[src/design/usart_pkg.sv]
// shared constants and types for the serial port core
package usart_pkg;
  localparam int unsigned CLK_HZ = 50_000_000;

  // register byte offsets
  localparam logic [7:0] OFS_DATA   = 8'h00;
  localparam logic [7:0] OFS_STATUS = 8'h04;
  localparam logic [7:0] OFS_CTRL1  = 8'h08;
  localparam logic [7:0] OFS_CTRL2  = 8'h0c;
  localparam logic [7:0] OFS_BAUD   = 8'h10;

  // status bits
  localparam int ST_PAR_ERR = 0;
  localparam int ST_FRM_ERR = 1;
  localparam int ST_OVERRUN = 2;
  localparam int ST_TXC     = 5;
  localparam int ST_RXC     = 6;
  localparam int ST_DRE     = 7;
  localparam int ST_TXIRQ   = 8;
  localparam int ST_RXIRQ   = 9;
  localparam int ST_DREIRQ  = 10;

  // control one bits
  localparam int C1_RX_EN   = 0;
  localparam int C1_TX_EN   = 1;
  localparam int C1_RXC_IE  = 2;
  localparam int C1_TXC_IE  = 3;
  localparam int C1_DRE_IE  = 4;
  localparam int C1_PAR_ODD = 5;
  localparam int C1_PAR_EN  = 6;
  localparam int C1_SIZE_LO = 8;
  localparam int C1_SYNC    = 11;

  // control two bits
  localparam int C2_TX9     = 0;
  localparam int C2_RX9     = 1;
  localparam int C2_STOP2   = 2;
  localparam int C2_DBLS    = 3;

  localparam logic [2:0] SIZE_9BIT  = 3'h7;
  localparam logic [4:0] OVS_NORMAL = 5'h10;
  localparam logic [4:0] OVS_DOUBLE = 5'h08;
  localparam logic [4:0] MID_NORMAL = 5'h08;
  localparam logic [4:0] MID_DOUBLE = 5'h04;
  localparam logic [3:0] DATA_BITS_BASE = 4'h5;
  localparam logic [15:0] BAUD_RESET = 16'h0000;

  typedef struct packed {
    logic       par_err;
    logic       frm_err;
    logic       ovr;
    logic       ninth;
    logic [7:0] data;
  } rx_entry_t;

  typedef enum logic [2:0] {TX_IDLE, TX_START, TX_DATA, TX_PAR, TX_STOP} tx_state_t;
  typedef enum logic [2:0] {RX_IDLE, RX_START, RX_DATA, RX_PAR, RX_STOP} rx_state_t;
endpackage

[src/design/usart_tx_rx_core.sv]
// transmit and receive datapath of the serial port with wishbone registers
// Behaviour
// - buffer moves into shifter only when shifter idle or right after last stop
// - buffer-empty flag follows buffer state; writing zero clears, one ignored
// - buffer-empty request while flag and its enable are both set
// - transmit-complete sets after frame out with empty buffer; clears on ack or zero
// - transmit-complete request while flag and its enable are set
// - parity bit inserted after data msb, before first stop bit
// - transmitter disable waits for the current and any pending buffered frame, then frees the pin
// - reception starts on valid low start bit, samples each bit until stop
// - second stop ignored; first stop moves frame to buffer, back to idle
// - ninth received bit stored readable before the low data byte
// - error flags stored in same two-entry fifo slot as their character
// - receive-complete set while unread data; receiver disable flushes and clears
// - receive-complete request while flag and its enable are set
// - frame error is one when first stop sampled low, else zero
// - overrun set when frame completes into full buffer; data lost until read
// - parity error on mismatch when enabled; reads zero when disabled
// - receiver disable stops at once, resets buffered data, frees pin
// - receiver oversamples 16x normally, 8x in double speed
// - after falling edge, samples 8,9,10 (4,5,6 in double speed) majority-low confirm start and resync
// - data and parity bits decided by majority of the three centre samples
// - stop valid with two of three high, else frame error, then idle
// - even parity is xor of data bits, odd parity its inverse
// - bit clock divides by 16, 8 or 2 times divisor plus one
// - frame: low start, 5-9 data lsb first, optional parity, 1-2 high stops
//
// The register offsets and the Wishbone register port were chosen for this implementation.
`timescale 1ns/1ps
module usart_tx_rx_core
  import usart_pkg::*;
#(
  parameter int DIV_W = 16
) (
  input  wire logic        clk_i,
  input  wire logic        rst_i,
  input  wire logic        cyc_i,
  input  wire logic        stb_i,
  input  wire logic        we_i,
  input  wire logic [7:0]  adr_i,
  input  wire logic [3:0]  sel_i,
  input  wire logic [31:0] dat_i,
  output logic      [31:0] dat_o,
  output logic             ack_o,
  input  wire logic        serial_in_pin_i,
  input  wire logic        serial_clock_pin_i,
  output logic             serial_out_pin_o,
  output logic             serial_out_pin_oe_o,
  output logic             serial_in_pin_owned_o,
  input  wire logic        txc_irq_ack_i,
  output logic             dre_irq_o,
  output logic             txc_irq_o,
  output logic             rxc_irq_o
);
  function automatic logic maj3(input logic [2:0] s);
    return (s[0] & s[1]) | (s[0] & s[2]) | (s[1] & s[2]);
  endfunction

  logic [11:0]      ctrl1_ff;
  logic [3:0]       ctrl2_ff;
  logic [DIV_W-1:0] baud_ff;
  logic             ack_ff;
  logic [31:0]      rdat_ff;
  logic             req;
  logic             wr_data, wr_stat, rd_data;

  assign req     = cyc_i & stb_i & ~ack_ff;
  assign wr_data = req & we_i & (adr_i == OFS_DATA) & sel_i[0];
  assign wr_stat = req & we_i & (adr_i == OFS_STATUS) & sel_i[0];
  assign rd_data = req & ~we_i & (adr_i == OFS_DATA);

  logic rx_en, tx_en_cfg, par_en, par_odd, dbls, sync_mode, stop2;
  logic [2:0] csize;
  logic [3:0] nbits;
  assign rx_en     = ctrl1_ff[C1_RX_EN];
  assign tx_en_cfg = ctrl1_ff[C1_TX_EN];
  assign par_en    = ctrl1_ff[C1_PAR_EN];
  assign par_odd   = ctrl1_ff[C1_PAR_ODD];
  assign sync_mode = ctrl1_ff[C1_SYNC];
  assign csize     = ctrl1_ff[C1_SIZE_LO +: 3];
  assign dbls      = ctrl2_ff[C2_DBLS];
  assign stop2     = ctrl2_ff[C2_STOP2];
  // size codes 4..6 are reserved; treat them as eight bits
  assign nbits = (csize == SIZE_9BIT) ? 4'h9 :
                 (csize > 3'h3) ? 4'h8 : DATA_BITS_BASE + {1'b0, csize};

  // control registers
  always_ff @(posedge clk_i) begin
    if (rst_i) begin
      ctrl1_ff <= '0;
      ctrl2_ff <= '0;
      baud_ff  <= DIV_W'(BAUD_RESET);
    end else if (req & we_i & sel_i[0]) begin
      if (adr_i == OFS_CTRL1) begin
        ctrl1_ff[7:0] <= dat_i[7:0];
      end
      if (adr_i == OFS_CTRL2) begin
        ctrl2_ff[C2_TX9]   <= dat_i[C2_TX9];
        ctrl2_ff[C2_STOP2] <= dat_i[C2_STOP2];
        ctrl2_ff[C2_DBLS]  <= dat_i[C2_DBLS];
      end
      if (adr_i == OFS_BAUD) begin
        baud_ff[7:0] <= dat_i[7:0];
      end
    end else if (req & we_i & sel_i[1]) begin
      if (adr_i == OFS_CTRL1) begin
        ctrl1_ff[11:8] <= dat_i[11:8];
      end
      if (adr_i == OFS_BAUD) begin
        baud_ff[DIV_W-1:8] <= dat_i[DIV_W-1:8];
      end
    end
  end

  // oversample tick: divisor+1 clocks; tx bit uses 16 or 8 ticks, sync master 2 per bit
  logic [DIV_W-1:0] div_ff;
  logic             tick;
  assign tick = (div_ff == baud_ff);
  always_ff @(posedge clk_i) begin
    if (rst_i) begin
      div_ff <= '0;
    end else begin
      div_ff <= tick ? '0 : div_ff + 1'b1;
    end
  end
  logic [4:0] ovs, mid;
  assign ovs = sync_mode ? 5'h02 : (dbls ? OVS_DOUBLE : OVS_NORMAL);
  assign mid = dbls ? MID_DOUBLE : MID_NORMAL;

  // ---------------- transmitter ----------------
  tx_state_t  tx_st_ff;
  logic [8:0] tbuf_ff, tsh_ff;
  logic       tbuf_full_ff, dre_ff, txc_ff, tx_en_ff, tpar_ff;
  logic [3:0] tbit_ff;
  logic [4:0] tcnt_ff;
  logic       tstop_ff, tx_out_ff;
  logic       tx_bit_end, tx_load;
  assign tx_bit_end = tick & (tcnt_ff == ovs - 5'h01);
  assign tx_load = tbuf_full_ff & tx_en_ff &
                   ((tx_st_ff == TX_IDLE) | (tx_st_ff == TX_STOP & tx_bit_end & (tstop_ff | ~stop2)));

  always_ff @(posedge clk_i) begin
    if (rst_i) begin
      tbuf_ff      <= '0;
      tbuf_full_ff <= 1'b0;
    end else if (wr_data & (tx_en_cfg | rx_en)) begin
      tbuf_ff      <= {ctrl2_ff[C2_TX9], dat_i[7:0]};
      tbuf_full_ff <= 1'b1;
    end else if (tx_load) begin
      tbuf_full_ff <= 1'b0;
    end
  end

  // empty flag tracks the buffer; zero write clears, a later load or empty sets again
  always_ff @(posedge clk_i) begin
    if (rst_i) begin
      dre_ff <= 1'b1;
    end else if (wr_data & (tx_en_cfg | rx_en)) begin
      dre_ff <= 1'b0;
    end else if (tx_load) begin
      dre_ff <= 1'b1;
    end else if (wr_stat & ~dat_i[ST_DRE]) begin
      dre_ff <= 1'b0;
    end
  end

  // disable only lands between frames
  always_ff @(posedge clk_i) begin
    if (rst_i) begin
      tx_en_ff <= 1'b0;
    end else if (tx_st_ff == TX_IDLE) begin
      tx_en_ff <= tx_en_cfg;
    end
  end

  logic frame_done;
  assign frame_done = (tx_st_ff == TX_STOP) & tx_bit_end & (tstop_ff | ~stop2);
  always_ff @(posedge clk_i) begin
    if (rst_i) begin
      txc_ff <= 1'b0;
    end else if (frame_done & ~tbuf_full_ff) begin
      txc_ff <= 1'b1;  // set wins over clear
    end else if (txc_irq_ack_i | (wr_stat & ~dat_i[ST_TXC])) begin
      txc_ff <= 1'b0;
    end
  end

  always_ff @(posedge clk_i) begin
    if (rst_i) begin
      tx_st_ff  <= TX_IDLE;
      tsh_ff    <= '0;
      tbit_ff   <= '0;
      tcnt_ff   <= '0;
      tstop_ff  <= 1'b0;
      tpar_ff   <= 1'b0;
      tx_out_ff <= 1'b1;
    end else if (tx_load) begin
      tx_st_ff  <= TX_START;
      tsh_ff    <= tbuf_ff;
      tbit_ff   <= '0;
      tcnt_ff   <= '0;
      tstop_ff  <= 1'b0;
      tpar_ff   <= par_odd;
      tx_out_ff <= 1'b0;
    end else if (tick & (tx_st_ff != TX_IDLE)) begin
      tcnt_ff <= tx_bit_end ? 5'h00 : tcnt_ff + 5'h01;
      if (tx_bit_end) begin
        unique case (tx_st_ff)
          TX_START, TX_DATA: begin
            if (tx_st_ff == TX_DATA && tbit_ff == nbits) begin
              tx_st_ff  <= par_en ? TX_PAR : TX_STOP;
              tx_out_ff <= par_en ? tpar_ff : 1'b1;
            end else begin
              tx_st_ff  <= TX_DATA;
              tx_out_ff <= tsh_ff[0];  // lsb first
              tpar_ff   <= tpar_ff ^ tsh_ff[0];
              tsh_ff    <= {1'b0, tsh_ff[8:1]};
              tbit_ff   <= tbit_ff + 4'h1;
            end
          end
          TX_PAR: begin
            tx_st_ff  <= TX_STOP;
            tx_out_ff <= 1'b1;
          end
          TX_STOP: begin
            if (stop2 & ~tstop_ff) begin
              tstop_ff <= 1'b1;
            end else begin
              tx_st_ff <= TX_IDLE;
            end
          end
          TX_IDLE: tx_st_ff <= TX_IDLE;
        endcase
      end
    end
  end
  assign serial_out_pin_o    = tx_out_ff;
  assign serial_out_pin_oe_o = tx_en_ff | (tx_st_ff != TX_IDLE);

  // ---------------- receiver ----------------
  rx_state_t  rx_st_ff;
  logic       rin_ff, sck_ff, rx_stb;
  logic [4:0] rcnt_ff;
  logic [2:0] smp_ff;
  logic [3:0] rbit_ff;
  logic [8:0] rsh_ff;
  logic       rpar_ff, rpe_ff;
  logic       rx_push;
  rx_entry_t  rx_new;
  rx_entry_t  fifo_ff [2];
  logic       wp_ff, rp_ff;
  logic [1:0] cnt_ff;
  logic       ovr_pend_ff;

  always_ff @(posedge clk_i) begin
    if (rst_i) begin
      rin_ff <= 1'b1;
      sck_ff <= 1'b0;
    end else begin
      rin_ff <= serial_in_pin_i;
      sck_ff <= serial_clock_pin_i;
    end
  end
  // sync mode samples on the rising clock edge, async at the vote point
  logic sync_edge, vote_pt, bit_end;
  assign sync_edge = serial_clock_pin_i & ~sck_ff;
  // count runs two behind the sample number, so count mid votes samples mid..mid+2
  assign vote_pt = sync_mode ? sync_edge : (tick & (rcnt_ff == mid));
  assign bit_end = sync_mode ? sync_edge : (tick & (rcnt_ff == ovs - 5'h01));
  logic bitval;
  assign bitval = sync_mode ? serial_in_pin_i : maj3({smp_ff[1:0], serial_in_pin_i});

  always_ff @(posedge clk_i) begin
    if (rst_i | ~rx_en) begin
      rx_st_ff <= RX_IDLE;
      rcnt_ff  <= '0;
      smp_ff   <= '1;
      rbit_ff  <= '0;
      rsh_ff   <= '0;
      rpar_ff  <= 1'b0;
      rpe_ff   <= 1'b0;
    end else begin
      if (tick) begin
        smp_ff <= {smp_ff[1:0], serial_in_pin_i};
      end
      unique case (rx_st_ff)
        RX_IDLE: begin
          if (rin_ff & ~serial_in_pin_i) begin
            rx_st_ff <= RX_START;  // falling edge, resync bit clock
            rcnt_ff  <= '0;
          end
        end
        RX_START: begin
          if (tick) begin
            rcnt_ff <= bit_end ? 5'h00 : rcnt_ff + 5'h01;
          end
          if (sync_mode | vote_pt) begin
            if (bitval) begin
              rx_st_ff <= RX_IDLE;  // false start
            end else if (~sync_mode) begin
              rx_st_ff <= RX_START;
            end
          end
          if (bit_end & ~bitval) begin
            rx_st_ff <= RX_DATA;
            rbit_ff  <= '0;
            rpar_ff  <= par_odd;
          end
        end
        RX_DATA, RX_PAR, RX_STOP: begin
          if (tick) begin
            rcnt_ff <= bit_end ? 5'h00 : rcnt_ff + 5'h01;
          end
          if (vote_pt) begin
            if (rx_st_ff == RX_DATA) begin
              rsh_ff  <= {bitval, rsh_ff[8:1]};  // lsb first
              rpar_ff <= rpar_ff ^ bitval;
              rbit_ff <= rbit_ff + 4'h1;
              if (rbit_ff + 4'h1 == nbits) begin
                rx_st_ff <= par_en ? RX_PAR : RX_STOP;
              end
            end else if (rx_st_ff == RX_PAR) begin
              rpe_ff   <= rpar_ff ^ bitval;
              rx_st_ff <= RX_STOP;
            end else begin
              rx_st_ff <= RX_IDLE;  // second stop ignored
            end
          end
        end
        default: rx_st_ff <= RX_IDLE;
      endcase
    end
  end

  // align a short character to bit 0
  logic [8:0] rdata_al;
  assign rdata_al = rsh_ff >> (4'h9 - nbits);
  assign rx_push = rx_en & (rx_st_ff == RX_STOP) & vote_pt;
  assign rx_new.par_err = par_en & rpe_ff;
  assign rx_new.frm_err = ~bitval;
  assign rx_new.ovr     = ovr_pend_ff;
  assign rx_new.ninth   = (nbits == 4'h9) ? rsh_ff[8] : 1'b0;
  assign rx_new.data    = (nbits == 4'h9) ? rsh_ff[7:0] : rdata_al[7:0];

  logic pop, full;
  assign full = (cnt_ff == 2'h2);
  assign pop  = rd_data & (cnt_ff != 2'h0);
  always_ff @(posedge clk_i) begin
    if (rst_i | ~rx_en) begin
      wp_ff       <= 1'b0;  // flush
      rp_ff       <= 1'b0;
      cnt_ff      <= '0;
      ovr_pend_ff <= 1'b0;
      fifo_ff[0]  <= '0;
      fifo_ff[1]  <= '0;
    end else begin
      if (rx_push & ~full) begin
        fifo_ff[wp_ff] <= rx_new;
        wp_ff          <= ~wp_ff;
      end
      if (pop) begin
        rp_ff <= ~rp_ff;
      end
      cnt_ff <= cnt_ff + {1'b0, rx_push & ~full} - {1'b0, pop};
      if (rx_push & full) begin
        ovr_pend_ff <= 1'b1;  // character lost
      end else if (rx_push | pop) begin
        ovr_pend_ff <= 1'b0;  // handed on with the next stored entry or cleared by read
      end
    end
  end
  rx_entry_t head;
  assign head = fifo_ff[rp_ff];
  logic rxc, ovr_flag;
  assign rxc      = rx_en & (cnt_ff != 2'h0);  // drops with the enable, not a cycle later
  assign ovr_flag = (rxc & head.ovr) | ovr_pend_ff;
  assign serial_in_pin_owned_o = rx_en;

  assign dre_irq_o = dre_ff & ctrl1_ff[C1_DRE_IE];
  assign txc_irq_o = txc_ff & ctrl1_ff[C1_TXC_IE];
  assign rxc_irq_o = rxc & ctrl1_ff[C1_RXC_IE];

  // read mux; status shows the head entry's flags
  logic [31:0] rmux;
  always_comb begin
    rmux = '0;
    unique case (adr_i)
      OFS_DATA: rmux[7:0] = rxc ? head.data : 8'h00;
      OFS_STATUS: begin
        rmux[ST_PAR_ERR] = rxc & head.par_err;
        rmux[ST_FRM_ERR] = rxc & head.frm_err;
        rmux[ST_OVERRUN] = ovr_flag;
        rmux[ST_TXC]     = txc_ff;
        rmux[ST_RXC]     = rxc;
        rmux[ST_DRE]     = dre_ff;
        rmux[ST_TXIRQ]   = txc_irq_o;
        rmux[ST_RXIRQ]   = rxc_irq_o;
        rmux[ST_DREIRQ]  = dre_irq_o;
      end
      OFS_CTRL1: rmux[11:0] = ctrl1_ff;
      OFS_CTRL2: rmux[3:0] = {ctrl2_ff[3:2], rxc & head.ninth, ctrl2_ff[C2_TX9]};
      OFS_BAUD: rmux[DIV_W-1:0] = baud_ff;
      default: rmux = '0;
    endcase
  end

  always_ff @(posedge clk_i) begin
    if (rst_i) begin
      ack_ff  <= 1'b0;
      rdat_ff <= '0;
    end else begin
      ack_ff  <= req;
      rdat_ff <= rmux;
    end
  end
  assign ack_o = ack_ff;
  assign dat_o = rdat_ff;
endmodule

[config.mk]
export PLATFORM = sky130hd
export DESIGN_NAME = usart_tx_rx_core
export DESIGN_NICKNAME = d
export VERILOG_FILES = /design/src/design/usart_pkg.sv /design/src/design/usart_tx_rx_core.sv
export SDC_FILE = /design/constraint.sdc
export NUM_CORES = 1
export LEC_CHECK = 0
export CAP_MARGIN = 5
export CORE_UTILIZATION = 45
export CTS_CLUSTER_DIAMETER = 50
export CTS_CLUSTER_SIZE = 25
export DETAILED_ROUTE_END_ITERATION = 8
export DONT_BUFFER_PORTS = 1
export SLEW_MARGIN = 20
export SYNTH_ARGS = -nofsm -noshare
export SYNTH_HDL_FRONTEND = slang
export SYNTH_SLANG_ARGS = --single-unit
[constraint.sdc]
create_clock -name clk_i -period 4.6 [get_ports clk_i]
set_input_delay 0.23 -clock clk_i [delete_from_list [all_inputs] [get_ports clk_i]]
set_output_delay 0.23 -clock clk_i [all_outputs]
set_load 0.01 [all_outputs]
==> flow_metrics.tcl <==
set metrics [dict create \
    status "finished clean" \
    multi_input_area_sq_um 4144 \
    tritoncts "yes" \
    place_ws_ps 1050 \
    fin_crit_sh_pct 78.95 \
    cp_data_arrival_time_ps 3910 \
    reg2reg_depth 12 \
    cts_setup_buffers 0 \
    grt_pass1_vias 5918 \
    hold_violations 0 \
    grt_util_met3_pct 4.800 \
    antenna_left 0 \
    tns_ps 0 \
    worst-slew-pin-transition_ps 945.7 \
    r2r_start "ctrl1_ff[8]" \
    min_to "txc_ff" \
    async_flop_share_pct 0 \
    finalCriticalPeriod_ps 3632 \
    netlist_area_sq_um 7863 \
    fin_ws_ps 968.3 \
    cts.sinks 158 \
    routed_wl_mm 19.43 \
    p_per_area_nw_per_um2 326.4 \
    dp_hpwl_mm 13.80 \
    h-tree-depth 4 \
    holdPathStages 3 \
    fin_cells 1083 \
    track_usage_pct 22.28 \
    min_from "txc_irq_ack_i" \
    numCtsBuffers 17 \
    grtUsageMet2_pct 38.34 \
    gp_congestion 0.8518 \
    finalClockSkew_ps 12.95 \
    fin_nets 914 \
    maxSlewViolCount 0 \
    p_leak_nw 3.104 \
    seqCellArea_sq_um 3403 \
    clock-root-buffer "clkbuf_16" \
    antenna_found_initial 0 \
    post_drt_via_cell_ratio 5.605 \
    synth.avg_cell_area_sq_um 9.305 \
    placed_area_sq_um 7943 \
    crit_fanout 9 \
    netlist_instances 845 \
    synth_edf_count 24 \
    io_buffers 0 \
    maxCapViolCount 0 \
    yosysTopAreaCellShare_pct 34.12 \
    io_pins 91 \
    synth_cell_types 72 \
    start_util_pct 46.75 \
    syn_to_final_growth_pct 11.35 \
    synth-main-ff-cell "dfxtp_1" \
    rsz0062_at_grt "false" \
    num-fill-cells 1555 \
    end_kind "flop" \
    setup_viol 0 \
    crit_required_ps 4880 \
    cts.path.max_buffers 2 \
    synth_seq_cells 158 \
    ys_seq_area_share_pct 43.28 \
    start_kind "flop" \
    max_freq_ghz 0.2754 \
    die_w_um 134.2 \
    critical_path_class "flop to flop" \
    drt_iter0_drc 444 \
    drive_above_1_share_pct 8.691 \
    dp_cells 1030 \
    synth_top_area_cell "dfxtp_1" \
    ir_drop_v 0.0002573 \
    post_drt_wl_per_cell_um 17.94 \
    rows 47 \
    die_area_sq_um 18000 \
    grt_max_degree 68 \
    yosysMostFrequentCell "nor2_1" \
    synth.area.top_cells "dfxtp_1, mux2i_1, edfxtp_1, nor2_1, xor2_1" \
    grt_pass1_wl_mm 30.97 \
    rrSetupSlack_ps 970 \
    hold_buffers 21 \
    grt_most_used_layer "met2" \
    netlist_top_cells_count "nor2_1, dfxtp_1, mux2i_1" \
    hp-class "primary input to flop" \
    diodes 0 \
    die_y_um 134.2 \
    core_area_sq_um 16820 \
    synth_warnings 0 \
    overflow 0 \
    final_area_sq_um 8755 \
    max_slew_margin_pct 36.82 \
    clkTransAtPathRegs_ps 70 \
    grt_use_met1_pct 27.54 \
    worst_skew_pair.late_latency_ps 430 \
    drc 0 \
    vias 6070 \
    worst_r2r_endpoint "fifo_ff[1][0]" \
    firstDrtPassIters 5 \
    cts.repair.resized 0 \
]
==> flip-flops by register name, indices dropped and copies added (netlist names), 3 cells and up, named ones only <==
| signal | flops |
|---|---|
| fifo_ff | 24 |
| baud_ff | 16 |
| dat_o | 16 |
| div_ff | 16 |
| ctrl1_ff | 12 |
| rsh_ff | 9 |
| tbuf_ff | 9 |
| tsh_ff | 9 |
| rcnt_ff | 5 |
| tcnt_ff | 5 |
| rbit_ff | 4 |
| tbit_ff | 4 |
| ctrl2_ff | 3 |
| rx_st_ff | 3 |
| tx_st_ff | 3 |
==> cells in the final DEF, fill, tap and decap left out, drive strengths merged, types with 4 or more instances in the layout <==
cell type,n
or2,8
a221oi,4
conb,16
xnor2,23
and3,6
a21oi,49
nand4,6
nand2b,9
a22oi,18
dfxtp,134
dlygate4sd3,20
mux2,4
or3,6
o31ai,6
xor2,33
o22ai,4
buf,7
nand2,47
o211ai,6
ha,12
nor2,143
inv,27
nor3,12
o21ai,25
and2,9
mux4,4
nand4b,4
nor4,10
edfxtp,24
clkinvlp,4
mux2i,72
nor2b,21
nor3b,5
clkbuf,18
nand3,26
==> worst max-delay path by stage <==
stage / start / endpoint / slack, ps / cells after the start
CTS: ctrl1_ff[8] / fifo_ff[1][7] / 1040 / 12
global route: ctrl1_ff[8] / fifo_ff[1][7] / 750 / 12
detailed placement: ctrl1_ff[8] / fifo_ff[1][7] / 1050 / 12
finish: ctrl1_ff[8] / fifo_ff[1][0] / 970 / 12
floorplan: ctrl1_ff[8] / fifo_ff[1][0] / 1600 / 12
global placement: ctrl1_ff[8] / fifo_ff[1][7] / 1130 / 12
==> critical path, cell delays in order (launching register included) <==
cell      delay, ps
dfxtp_1         370
ha_1            260
ha_1            220
a211oi_2        520
o21a_1          470
inv_2           180
ha_1            250
nand2b_1        180
nor2_1          180
or4_1           430
a22oi_1         220
a21oi_1          90
nor2_1          120
==> logic make-up after synthesis <==
kind of cell | after synthesis | share of synthesized area, %
AO/OA/AOI/OAI | 139 | 11.68
XOR/XNOR | 56 | 6.238
adder cells (fa/ha/maj) | 12 | 1.910
buffers and inverters | 76 | 4.726
flip-flops | 158 | 43.28
multiplexers | 80 | 10.88
other | 1 | 0.04769
AND/OR/NAND/NOR | 323 | 21.23
==> per-layer routing <==
metal	wire, um	vias to the layer above	share of wire (%)
met5	0	-	0
met4	287	0	1.5
met3	898	24	4.6
met2	9641	150	50
met1	8604	2940	44
li1	-	2956	-
==> area by class of cell <==
class                   count  area share (%)
well taps                 220           3.144
repair buffers             27           3.116
multi-input cells         626           47.33
inverters                  20          0.8575
clock inverters            14           1.772
clock buffers              18           4.902
flip-flops and latches    158           38.87
==> where the power goes <==
part           internal (mW)  switching, mW
combinational         0.0222         0.0344
sequential              1.40       0.000727
clock                  0.808          0.594
==> metrics by stage <==
stage	utilization, %	total power [mW]	hold slack, ps
after floorplan	-	1.471	336.6
after global placement	47.23	1.454	325.5
after detailed placement	47.23	1.455	329.2
after CTS	52.05	2.878	7.924
after global routing	52.05	2.947	22.37
final	52.05	2.857	23.65
(Power assumes the default switching activity.)
